[src/hdl/uart_dma_pkg.sv]
// Package: register map, field layout, constants and carriers of the UART buffer DMA engine
package uart_dma_pkg;

  // Register word offsets inside the engine block (low address byte)
  localparam logic [7:0] OFS_TX_ADDR     = 8'h00;
  localparam logic [7:0] OFS_TX_LEN      = 8'h01;
  localparam logic [7:0] OFS_TX_CTRL     = 8'h02;
  localparam logic [7:0] OFS_TX_STAT_LO  = 8'h03;
  localparam logic [7:0] OFS_TX_STAT_HI  = 8'h04;
  localparam logic [7:0] OFS_RX_ADDR     = 8'h05;
  localparam logic [7:0] OFS_RX_LEN      = 8'h06;
  localparam logic [7:0] OFS_RX_CTRL     = 8'h07;
  localparam logic [7:0] OFS_RX_STAT_LO  = 8'h08;
  localparam logic [7:0] OFS_RX_STAT_HI  = 8'h09;
  localparam logic [7:0] OFS_SEG_CFG     = 8'h0a;
  localparam logic [7:0] OFS_BASE        = 8'h0b;
  // UART window: offsets 0x20..0x2f forwarded to the UART core
  localparam logic [7:0] OFS_UART_LO     = 8'h20;
  localparam logic [7:0] OFS_UART_HI     = 8'h2f;

  // UART core register offsets used by the engine
  localparam logic [3:0] UART_CSR        = 4'h4;
  localparam logic [3:0] UART_RHR        = 4'h8;
  localparam logic [3:0] UART_THR        = 4'hc;

  // UART status bit positions
  localparam int CSR_UART_RX_READY_BIT   = 0;
  localparam int CSR_UART_TX_READY_BIT   = 1;
  localparam int CSR_OVRE_BIT    = 5;
  localparam int CSR_FRAME_BIT   = 6;
  localparam int CSR_PARE_BIT    = 7;
  localparam int CSR_TIMEOUT_BIT = 8;

  // Control register bits
  localparam int CTRL_START_BIT = 0;
  localparam int CTRL_ABORT_BIT = 1;

  // Status high fields
  localparam int STH_BUSY_BIT = 7;
  localparam int STH_DONE_BIT = 6;

  // Reset values
  localparam logic [2:0] SEG_CFG_RESET   = 3'h0;
  localparam logic [7:0] BASE_RESET      = 8'h20;

  typedef enum { CAUSE_NONE, CAUSE_DONE, CAUSE_TIMEOUT, CAUSE_ABORT } cause_e;

  typedef struct packed {
    logic [2:0] errs;  // parity, framing, overrun
    logic [1:0] cause;
    logic       done;
    logic       busy;
  } chan_stat_s;

  typedef struct packed {
    logic        rd;
    logic        wr;
    logic [3:0]  addr;
    logic [7:0]  wdata;
  } uart_req_s;

endpackage

[src/hdl/uart_dma_engine.sv]
// UART to shared buffer RAM block-transfer engine with register slave and UART arbiter
//
// Contract
// - Once programmed the engine moves bytes between buffer and UART alone.
// - Interrupt raised when the programmed byte count has been moved.
// - UART errors during a receive block are recorded in receive channel status.
// - Processor UART accesses pass through the engine; other memories never stall.
// - Buffer address wraps to start of its segment at segment end.
// - Separate configuration and status registers for transmit and receive.
// - Transmit paced by UART transmit ready, receive by receive ready.
// - Each byte step reads UART status, then accesses the data register.
// - Transmit and receive channels run concurrently.
// - Receive ends on completion, timeout or abort, each raising receive done.
// - Receive status pair reports byte count, errors and termination cause.
// - Transmit ends on completion or abort, each raising transmit done.
// - Transmit status pair reports byte count and termination cause.
// - Buffer divided into segments per firmware segment configuration register.
// - Engine derives segment start and end from configured segment count.
// - After reset the buffer is one unsegmented region.
// - Engine and UART blocks decode at any 256-byte aligned base.
// - Engine arbitrates its own and processor accesses to the UART.
//
// Chosen here: the strobed register port and the address map.
`timescale 1ns/1ns
`default_nettype none
module uart_dma_engine
  import uart_dma_pkg::*;
#(
  parameter int AW = 11,
  parameter int LW = 11
) (
  // Clock and reset
  input  wire  logic          mclk,
  input  wire  logic          sys_rst,
  // Processor register port
  input  wire  logic [15:0]   cpu_addr,
  input  wire  logic [7:0]    cpu_wdata,
  input  wire  logic          cpu_wr,
  input  wire  logic          cpu_rd,
  output logic       [7:0]    cpu_rdata,
  // UART core register port
  output uart_req_s           uart_req,
  input  wire  logic [15:0]   uart_rdata,
  input  wire  logic          uart_tx_ready,
  input  wire  logic          uart_rx_ready,
  // Shared buffer RAM port, read data one cycle after request
  output logic                ram_rd,
  output logic                ram_wr,
  output logic       [AW-1:0] ram_addr,
  output logic       [7:0]    ram_wdata,
  input  wire  logic [7:0]    ram_rdata,
  // Termination interrupts, one-cycle pulses
  output logic                tx_block_done_irq,
  output logic                rx_block_done_irq
);

  typedef enum { S_IDLE, S_STAT, S_STAT_W, S_RAM, S_DATA, S_DATA_W } step_e;

  // Address decode: top byte matches relocatable base
  logic [7:0] base_q, base_d;
  logic [7:0] ofs;
  logic       hit, uart_hit;
  assign ofs      = cpu_addr[7:0];
  assign hit      = cpu_addr[15:8] == base_q;
  assign uart_hit = hit && ofs >= OFS_UART_LO && ofs <= OFS_UART_HI;

  // Segment configuration: 2^n segments
  logic [2:0] seg_q, seg_d;

  // Per-channel state, index 0 transmit, 1 receive
  step_e           st_q   [2], st_d   [2];
  logic [AW-1:0]   addr_q [2], addr_d [2];
  logic [AW-1:0]   start_q[2], start_d[2];
  logic [LW-1:0]   len_q  [2], len_d  [2];
  logic [LW-1:0]   cnt_q  [2], cnt_d  [2];
  chan_stat_s      stat_q [2], stat_d [2];
  logic [7:0]      byte_q [2], byte_d [2];
  logic            irq_q  [2], irq_d  [2];
  logic            want   [2];
  logic            grant  [2];
  logic            cpu_own;
  logic            pend_q, pend_d;
  // Tx RAM byte stands only in the cycle after the read
  logic            fresh_q, fresh_d;
  logic [7:0]      rdata_q, rdata_d;
  logic            uart_sel_q;

  // Segment mask: the upper address bits pick the segment
  logic [AW-1:0] seg_mask;
  always_comb begin
    seg_mask = '1;
    for (int i = 0; i < 8; i++) begin
      if (i < int'(seg_q) && i < AW) begin
        seg_mask[AW-1-i] = 1'b0;
      end
    end
  end

  // Processor has priority at the UART; engine steps wait a cycle
  assign cpu_own  = uart_hit && (cpu_wr || cpu_rd);
  assign grant[0] = want[0] && !cpu_own;
  assign grant[1] = want[1] && !cpu_own && !want[0];

  always_comb begin
    uart_req = '0;
    if (cpu_own) begin
      uart_req.rd    = cpu_rd;
      uart_req.wr    = cpu_wr;
      uart_req.addr  = ofs[3:0];
      uart_req.wdata = cpu_wdata;
    end else if (grant[0]) begin
      uart_req.rd    = st_q[0] == S_STAT;
      uart_req.wr    = st_q[0] == S_DATA;
      uart_req.addr  = (st_q[0] == S_STAT) ? UART_CSR : UART_THR;
      uart_req.wdata = fresh_q ? ram_rdata : byte_q[0];
    end else if (grant[1]) begin
      uart_req.rd    = 1'b1;
      uart_req.addr  = (st_q[1] == S_STAT) ? UART_CSR : UART_RHR;
    end
  end

  // RAM: transmit reads in S_RAM, receive writes in S_RAM; receive wins a clash
  always_comb begin
    ram_rd    = 1'b0;
    ram_wr    = 1'b0;
    ram_addr  = addr_q[0];
    // Rx holds S_RAM one cycle only, so the UART data still stands
    ram_wdata = uart_rdata[7:0];
    if (st_q[1] == S_RAM) begin
      ram_wr   = 1'b1;
      ram_addr = addr_q[1];
    end else if (st_q[0] == S_RAM) begin
      ram_rd   = 1'b1;
    end
  end

  // Channel sequencers, one per direction
  genvar c;
  generate
    for (c = 0; c < 2; c++) begin : g_chan
      localparam logic [7:0] O_ADDR = (c == 0) ? OFS_TX_ADDR : OFS_RX_ADDR;
      localparam logic [7:0] O_LEN  = (c == 0) ? OFS_TX_LEN  : OFS_RX_LEN;
      localparam logic [7:0] O_CTRL = (c == 0) ? OFS_TX_CTRL : OFS_RX_CTRL;
      logic wr_ok, ram_ok, rdy;
      assign wr_ok  = hit && cpu_wr && !stat_q[c].busy;
      assign ram_ok = (c == 1) || st_q[1] != S_RAM;
      assign rdy    = (c == 0) ? uart_rdata[CSR_UART_TX_READY_BIT]
                               : uart_rdata[CSR_UART_RX_READY_BIT];
      assign want[c] = st_q[c] == S_STAT || st_q[c] == S_DATA;

      always_comb begin
        st_d[c]    = st_q[c];
        addr_d[c]  = addr_q[c];
        start_d[c] = start_q[c];
        len_d[c]   = len_q[c];
        cnt_d[c]   = cnt_q[c];
        stat_d[c]  = stat_q[c];
        byte_d[c]  = byte_q[c];
        irq_d[c]   = 1'b0;
        // Only address and length are needed before starting
        if (wr_ok && ofs == O_ADDR) begin
          addr_d[c]  = {{(AW > 8 ? AW-8 : 0){1'b0}}, cpu_wdata} << 3;
          start_d[c] = addr_d[c];
        end
        if (wr_ok && ofs == O_LEN) begin
          len_d[c] = {{(LW > 8 ? LW-8 : 0){1'b0}}, cpu_wdata} << 3;
        end
        case (st_q[c])
          S_IDLE: begin
            if (wr_ok && ofs == O_CTRL && cpu_wdata[CTRL_START_BIT]) begin
              st_d[c]     = (len_q[c] == '0) ? S_IDLE : S_STAT;
              cnt_d[c]    = '0;
              stat_d[c]   = '0;
              stat_d[c].busy = len_q[c] != '0;
              irq_d[c]    = len_q[c] == '0;
              stat_d[c].done = len_q[c] == '0;
              stat_d[c].cause = len_q[c] == '0 ? 2'(CAUSE_DONE) : 2'(CAUSE_NONE);
            end
          end
          S_STAT:   if (grant[c]) st_d[c] = S_STAT_W;
          S_STAT_W: begin
            if (c == 1) begin
              stat_d[c].errs = stat_q[c].errs | {uart_rdata[CSR_PARE_BIT],
                               uart_rdata[CSR_FRAME_BIT], uart_rdata[CSR_OVRE_BIT]};
            end
            if (c == 1 && uart_rdata[CSR_TIMEOUT_BIT] && !rdy) begin
              st_d[c]         = S_IDLE;
              stat_d[c].busy  = 1'b0;
              stat_d[c].done  = 1'b1;
              stat_d[c].cause = 2'(CAUSE_TIMEOUT);
              irq_d[c]        = 1'b1;
            end else if (rdy) begin
              st_d[c] = (c == 0) ? S_RAM : S_DATA;
            end else begin
              st_d[c] = S_STAT;
            end
          end
          S_RAM: begin
            if (ram_ok) begin
              st_d[c] = (c == 0) ? S_DATA : S_DATA_W;
            end
          end
          S_DATA: if (grant[c]) st_d[c] = (c == 0) ? S_DATA_W : S_RAM;
          S_DATA_W: begin
            cnt_d[c] = cnt_q[c] + 1'b1;
            // Wrap inside the segment, keep the segment bits
            addr_d[c] = (start_q[c] & ~seg_mask) |
                        ((addr_q[c] + 1'b1) & seg_mask);
            if (cnt_q[c] + 1'b1 == len_q[c]) begin
              st_d[c]         = S_IDLE;
              stat_d[c].busy  = 1'b0;
              stat_d[c].done  = 1'b1;
              stat_d[c].cause = 2'(CAUSE_DONE);
              irq_d[c]        = 1'b1;
            end else begin
              st_d[c] = S_STAT;
            end
          end
          default: st_d[c] = S_IDLE;
        endcase
        // Capture byte: tx from RAM read data, rx from UART read data
        if (c == 0 && fresh_q) byte_d[c] = ram_rdata;
        if (c == 1 && st_q[c] == S_RAM) byte_d[c] = uart_rdata[7:0];
        // Abort wins over any step in progress
        if (hit && cpu_wr && ofs == O_CTRL && cpu_wdata[CTRL_ABORT_BIT]
            && stat_q[c].busy) begin
          st_d[c]         = S_IDLE;
          stat_d[c].busy  = 1'b0;
          stat_d[c].done  = 1'b1;
          stat_d[c].cause = 2'(CAUSE_ABORT);
          irq_d[c]        = 1'b1;
        end
      end

      always_ff @(posedge mclk or posedge sys_rst) begin
        if (sys_rst) begin
          st_q[c]    <= S_IDLE;
          addr_q[c]  <= '0;
          start_q[c] <= '0;
          len_q[c]   <= '0;
          cnt_q[c]   <= '0;
          stat_q[c]  <= '0;
          byte_q[c]  <= '0;
          irq_q[c]   <= 1'b0;
        end else begin
          st_q[c]    <= st_d[c];
          addr_q[c]  <= addr_d[c];
          start_q[c] <= start_d[c];
          len_q[c]   <= len_d[c];
          cnt_q[c]   <= cnt_d[c];
          stat_q[c]  <= stat_d[c];
          irq_q[c]   <= irq_d[c];
          byte_q[c]  <= byte_d[c];
        end
      end
    end
  endgenerate

  assign tx_block_done_irq = irq_q[0];
  assign rx_block_done_irq = irq_q[1];

  // Register file and read-back
  always_comb begin
    seg_d   = seg_q;
    base_d  = base_q;
    pend_d  = 1'b0;
    rdata_d = 8'h00;
    fresh_d = st_q[0] == S_RAM && st_q[1] != S_RAM;
    if (hit && cpu_wr && ofs == OFS_SEG_CFG) seg_d = cpu_wdata[2:0];
    if (hit && cpu_wr && ofs == OFS_BASE) base_d = cpu_wdata;
    if (hit && cpu_rd && !uart_hit) begin
      case (ofs)
        OFS_TX_ADDR:    rdata_d = addr_q[0][AW-1:3];
        OFS_TX_LEN:     rdata_d = len_q[0][LW-1:3];
        OFS_TX_STAT_LO: rdata_d = cnt_q[0][7:0];
        OFS_TX_STAT_HI: rdata_d = {stat_q[0].busy, stat_q[0].done, 1'b0,
                                   stat_q[0].cause, cnt_q[0][LW-1:8]};
        OFS_RX_ADDR:    rdata_d = addr_q[1][AW-1:3];
        OFS_RX_LEN:     rdata_d = len_q[1][LW-1:3];
        OFS_RX_STAT_LO: rdata_d = cnt_q[1][7:0];
        OFS_RX_STAT_HI: rdata_d = {stat_q[1].busy, stat_q[1].done,
                                   stat_q[1].errs[0] | stat_q[1].errs[1] | stat_q[1].errs[2],
                                   stat_q[1].cause, cnt_q[1][LW-1:8]};
        OFS_SEG_CFG:    rdata_d = {5'h00, seg_q};
        OFS_BASE:       rdata_d = base_q;
        default:        rdata_d = 8'h00;
      endcase
    end
    pend_d = cpu_rd && uart_hit;
  end

  always_ff @(posedge mclk or posedge sys_rst) begin
    if (sys_rst) begin
      seg_q      <= SEG_CFG_RESET;
      base_q     <= BASE_RESET;
      pend_q     <= 1'b0;
      rdata_q    <= 8'h00;
      uart_sel_q <= 1'b0;
      fresh_q    <= 1'b0;
    end else begin
      fresh_q    <= fresh_d;
      seg_q      <= seg_d;
      base_q     <= base_d;
      pend_q     <= pend_d;
      rdata_q    <= rdata_d;
      uart_sel_q <= pend_d;
    end
  end

  // UART read data returns a cycle after the forwarded read
  assign cpu_rdata = uart_sel_q ? uart_rdata[7:0] : rdata_q;

endmodule
`default_nettype wire

[config.mk]
export PLATFORM = sky130hd
export DESIGN_NAME = uart_dma_engine
export DESIGN_NICKNAME = d
export VERILOG_FILES = /design/src/hdl/uart_dma_pkg.sv /design/src/hdl/uart_dma_engine.sv
export SDC_FILE = /design/constraint.sdc
export NUM_CORES = 1
export LEC_CHECK = 0
export BUFFER_PORTS_ARGS = -buffer_cell sky130_fd_sc_hd__buf_2
export CELL_PAD_IN_SITES_DETAIL_PLACEMENT = 0
export CELL_PAD_IN_SITES_GLOBAL_PLACEMENT = 1
export CORE_MARGIN = 8
export CORE_UTILIZATION = 50
export CTS_BUF_LIST = sky130_fd_sc_hd__clkbuf_4
export DETAILED_ROUTE_END_ITERATION = 8
export PLACE_DENSITY_LB_ADDON = 0.08
export SLEW_MARGIN = 40
export SYNTH_ARGS = -nofsm -noshare
export SYNTH_HDL_FRONTEND = slang
export SYNTH_SLANG_ARGS = --single-unit
[constraint.sdc]
create_clock -name mclk -period 6.25 [get_ports mclk]
set_clock_uncertainty 0.15 [all_clocks]
set_input_delay 0.625 -clock mclk [delete_from_list [all_inputs] [get_ports mclk]]
set_output_delay 0.625 -clock mclk [all_outputs]
set_load 0.01 [all_outputs]
Word-level counts from Yosys, hierarchy flattened. Cells that the tools add are included. W data, S select, Z words.

$mul: 0. Bitwise logic cells: 10. Divide/modulo/power cells: 0. Reductions and logical operators: 60. Multiplexer cells: 71. Equality and inequality tests: 43. $lt $le $gt $ge: 9. Shifts and indexed selects: 0. Add/subtract/negate cells: 4.

Operator list (count): $pmux W32 S6 (2); $mux W32 (9); $eq A32 B2 Y1 const B (6); $eq A32 B3 Y1 const B (6); $pmux W8 S10 (1); $mux W11 (7); $eq A32 B1 Y1 const B (2); $eq A32 B4 Y1 const B (2); $logic_not A32 Y1 (2); $add A11 B1 Y11 const B (4); $and A11 B11 Y11 (4); $pmux W11 S2 (2); $mux W4 (10); $eq A8 B3 Y1 const B (4); $eq A8 B4 Y1 const B (4); $mux W8 (4); $ne A32 B3 Y1 const B (1); $logic_and A1 B1 Y1 (30); $ne A3 B3 Y1 const B (10); $mux W1 (26); $eq A11 B11 Y1 (2); $logic_not A11 Y1 (2); $or A11 B11 Y11 (2); $reduce_bool A11 Y1 (2); 30 further kinds (53).

RAM bits: 0. Output and inout port bits: 45. Latch bits: 0. Register bits: 182. Bits in read-only memories: 0. Memories kept: 0. Word-level logic and storage cells: 222.

Longest topological paths before layout.
Depth after elaboration: 10. Mapped depth: 10.

Least setup slack after synthesis. OpenSTA, ideal clock, no wires.

Kind: input to output. Start: input port cpu_addr[15]. End: output port uart_req[0] (netlist name). Stages on the path: 7. Arrival time: 2.126 ns. Slack: 3.349 ns. Cell sequence: xor2_1 nor4_1 and2_0 clkbuf_1 nand2_1 clkbuf_1 a31o_2.

RTL lines: start: declaration (RTL line uart_dma_engine.sv:36) `input wire logic [15:0] cpu_addr,`; end: declaration (RTL line uart_dma_engine.sv:42) `output uart_req_s uart_req,`.

==> impl_metrics.py <==
metrics = {
    "outcome": {
        "status": "finished clean",
    },
    "yosys": {
        "syn_inst": 835,
        "synth-edff-count": 0,
        "synth.most_common_cell": "dfrtp_1",
        "ys_top_cells_by_area": "dfrtp_1, mux2_2, nand2_1",
        "postSynth.asyncResetShare_pct": 100,
        "ys_ff_latch": 121,
        "yosys_warnings": 0,
        "synth_area_leader_cell": "dfrtp_1",
        "ys.flop_type": "dfrtp_1",
        "ys_types": 71,
        "netlist_area_mm2": 0.00766,
        "synth_commonest_cells": "dfrtp_1, nand2_1, mux2_2, nor2_1, o21ai_0",
        "synth_seq_area_share_pct": 39.5,
        "synth_top_area_share_pct": 39.2,
        "synthesis.nets": 893,
        "syn_avg_cell_area_um2": 9.18,
    },
    "critical_path": {
        "startpoint_type": "flip-flop",
        "crit_buf_inv": 2,
        "path_cells": "xor2_1, nor4_1, and2_0, buf_4, and2_1, or4_1, nand3_1, buf_2",
        "critPathKind": "reg -> out",
        "timing.rr.end": "addr_q[14]$_DFFE_PP0P_",
        "reg2reg_depth": 8,
        "arrival_ns": 2.96,
        "endpoint_kind": "output port",
        "critical-path-slowest-cell": "nor4_1",
        "worstPathRequired_ns": 5.47,
        "r2r-start": "base_q[7]$_DFFE_PP0P_",
        "cpPeakStageDelay_ns": 0.66,
        "crit_start": "base_q[7]$_DFFE_PP0P_",
        "crit_family": "simple AND/OR/NAND/NOR gates",
        "crit_fanout": 15,
        "reg2reg_slack_ns": 3.02,
    },
    "floorplanning": {
        "dieArea_mm2": 0.0195,
        "io_pins": 99,
        "fp-row-count": 45,
        "initial_core_util_pct": 50.8,
        "fp.dieH_um": 140,
        "core_area_mm2": 0.0151,
        "die_x_um": 140,
    },
    "grt": {
        "grt_usage_pct": 24.3,
        "antenna_found_initial": 1,
        "overflow": 0,
        "grt_pass1_vias": 6713,
        "grt_pass1_wl_um": 37400,
        "grt_max_degree": 67,
    },
    "clocking": {
        "ctsResizeCount": 0,
        "clk_latency_ns": 0.55,
        "clock_path_buffers": 2,
        "cts_root_buf": "clkbuf_4",
        "cts_sinks": 121,
        "clkTransAtPathRegs_ns": 0.11,
        "cts_buffers": 17,
        "cts_hold_buf": 0,
        "htreeDepth": 4,
        "tritoncts": "yes",
        "postCtsSetupRepairBufs": 0,
    },
    "power_and_ir_drop": {
        "total_power_mw": 2.07,
        "power.share.clock_pct": 26.0,
        "ir_worst_vdd_v": 0.000154,
        "power_density_mw_per_mm2": 248,
        "p_comb_share_pct": 25.0,
        "swShare_pct": 35.6,
        "seqPwrFrac_pct": 49.0,
        "p_sw_mw": 0.736,
        "p_int_mw": 1.33,
        "p_leak_nw": 3.93,
    },
    "final_layout": {
        "final_core_util_pct": 55.3,
        "area_growth_pct": 8.93,
        "drive_gt1_share_pct": 24.7,
        "stdcell_count": 1086,
        "fin_area_mm2": 0.00835,
        "nets": 943,
    },
    "placed_design": {
        "placed_cells": 1054,
        "place_area_mm2": 0.00809,
        "gp_congestion": 0.935,
        "hpwl_um": 17500,
        "port_buffers": 89,
    },
    "drt": {
        "firstDrtPassIters": 5,
        "antenna_left": 0,
        "drt-total-wl_um": 24000,
        "dr.first_iter.drc_count": 480,
        "drc": 0,
        "wl_per_cell_um": 22.1,
        "post_drt_via_cell_ratio": 6.32,
        "num_vias": 6864,
    },
    "job": {
        "max-cap-violations": 0,
    },
    "sta": {
        "rsz0062_at_grt": "false",
        "period_share_pct": 59.7,
        "max_freq_mhz": 268,
        "setup-violations-final": 0,
        "slew_viol_final": 0,
        "min_period_ns": 3.73,
        "worst_pin_slew_ns": 0.858,
        "hold_viol_final": 0,
        "setup_tns_ns": 0,
        "slew_headroom_pct": 42.3,
    },
    "worst_hold_path": {
        "hold_class": "in -> async",
    },
}
flip-flops by register name, indices dropped and copies added, names as in the netlist, 6 cells and up:
signal   flops
len_q       16
stat_q      10
addr_q      22
st_q         6
start_q     14
rdata_q      8
cnt_q       22
base_q       8
byte_q       8
worst reg2reg max path, stage by stage, from the launching register on:
cell and delay [ns]:
dfrtp_1 0.45, xor2_1 0.16, nor4_1 0.66, and3_1 0.52, nand3b_1 0.53, buf_6 0.34
a21oi_1 0.16, nor2_1 0.06, a211oi_2 0.13
power groups by stage:
stage / clock network [mW] / registers [mW] / logic, mW
global route: 0.577 / 1.03 / 0.571
CTS: 0.544 / 1.01 / 0.516
finish: 0.537 / 1.01 / 0.516
floorplan: 0 / 0.936 / 0.413
detailed placement: 0 / 1.03 / 0.514
global placement: 0 / 1.02 / 0.498
placed cells by master, fill, tap and decap left out, drive strengths merged, types with 7 or more instances in the layout:
master / count
and2: 7
inv: 10
xnor2: 17
or4: 8
a21oi: 38
nand2: 83
mux2i: 30
xor2: 28
dfrtp: 120
o21ai: 77
nor4: 7
clkinv: 8
nand3: 33
nor3: 18
nor2: 72
a31o: 8
mux2: 69
and3: 16
o31ai: 8
clkbuf: 19
buf: 94
a21o: 7
o211ai: 14
nand4: 10
cell type report:
cell class	instances	area [um^2]
sequential	121	3030
multi-input combinational	641	4300
inverter	10	40.0
fill	1408	6740
clock buffer	19	143
timing repair buffer	94	490
antenna	1	2.50
clock inverter	12	109
tap	188	235
metrics by stage:
step	setup WS, ns	hold slack (ns)
after detailed placement	2.76	0.337
final	2.52	0.0372
after CTS	2.49	0.0502
after global placement	2.56	0.330
after global routing	2.40	0.0739
after floorplan	2.26	0.299
cells by family after synthesis:
group                    synth area share [%]
multiplexers                             14.1
flip-flops                               39.5
AO/OA/AOI/OAI                            16.5
buffers and inverters                    4.54
AND/OR/NAND/NOR                          19.5
XOR/XNOR                                 5.14
adder cells (fa/ha/maj)                 0.653
worst max path at each step:
stage / endpoint / slack (ns) / cells past startpoint
after global routing: uart_req[13] / 2.40 / 8
after CTS: uart_req[13] / 2.49 / 8
after floorplan: addr_q[0]$_DFFE_PP0P_ / 2.26 / 1
after global placement: start_q[18]$_DFFE_PP0P_ / 2.56 / 6
after detailed placement: uart_req[3] / 2.76 / 7
final: uart_req[13] / 2.52 / 8
routing by layer:
metal	vias up	global-route usage [%]	part of all wire, %
met5	-	0	0
met4	0	8.57	2.6
met3	49	6.33	7.8
met2	302	39.3	46
met1	3385	31.0	44
li1	3128	-	-
Power figures use the tool's default switching activity.
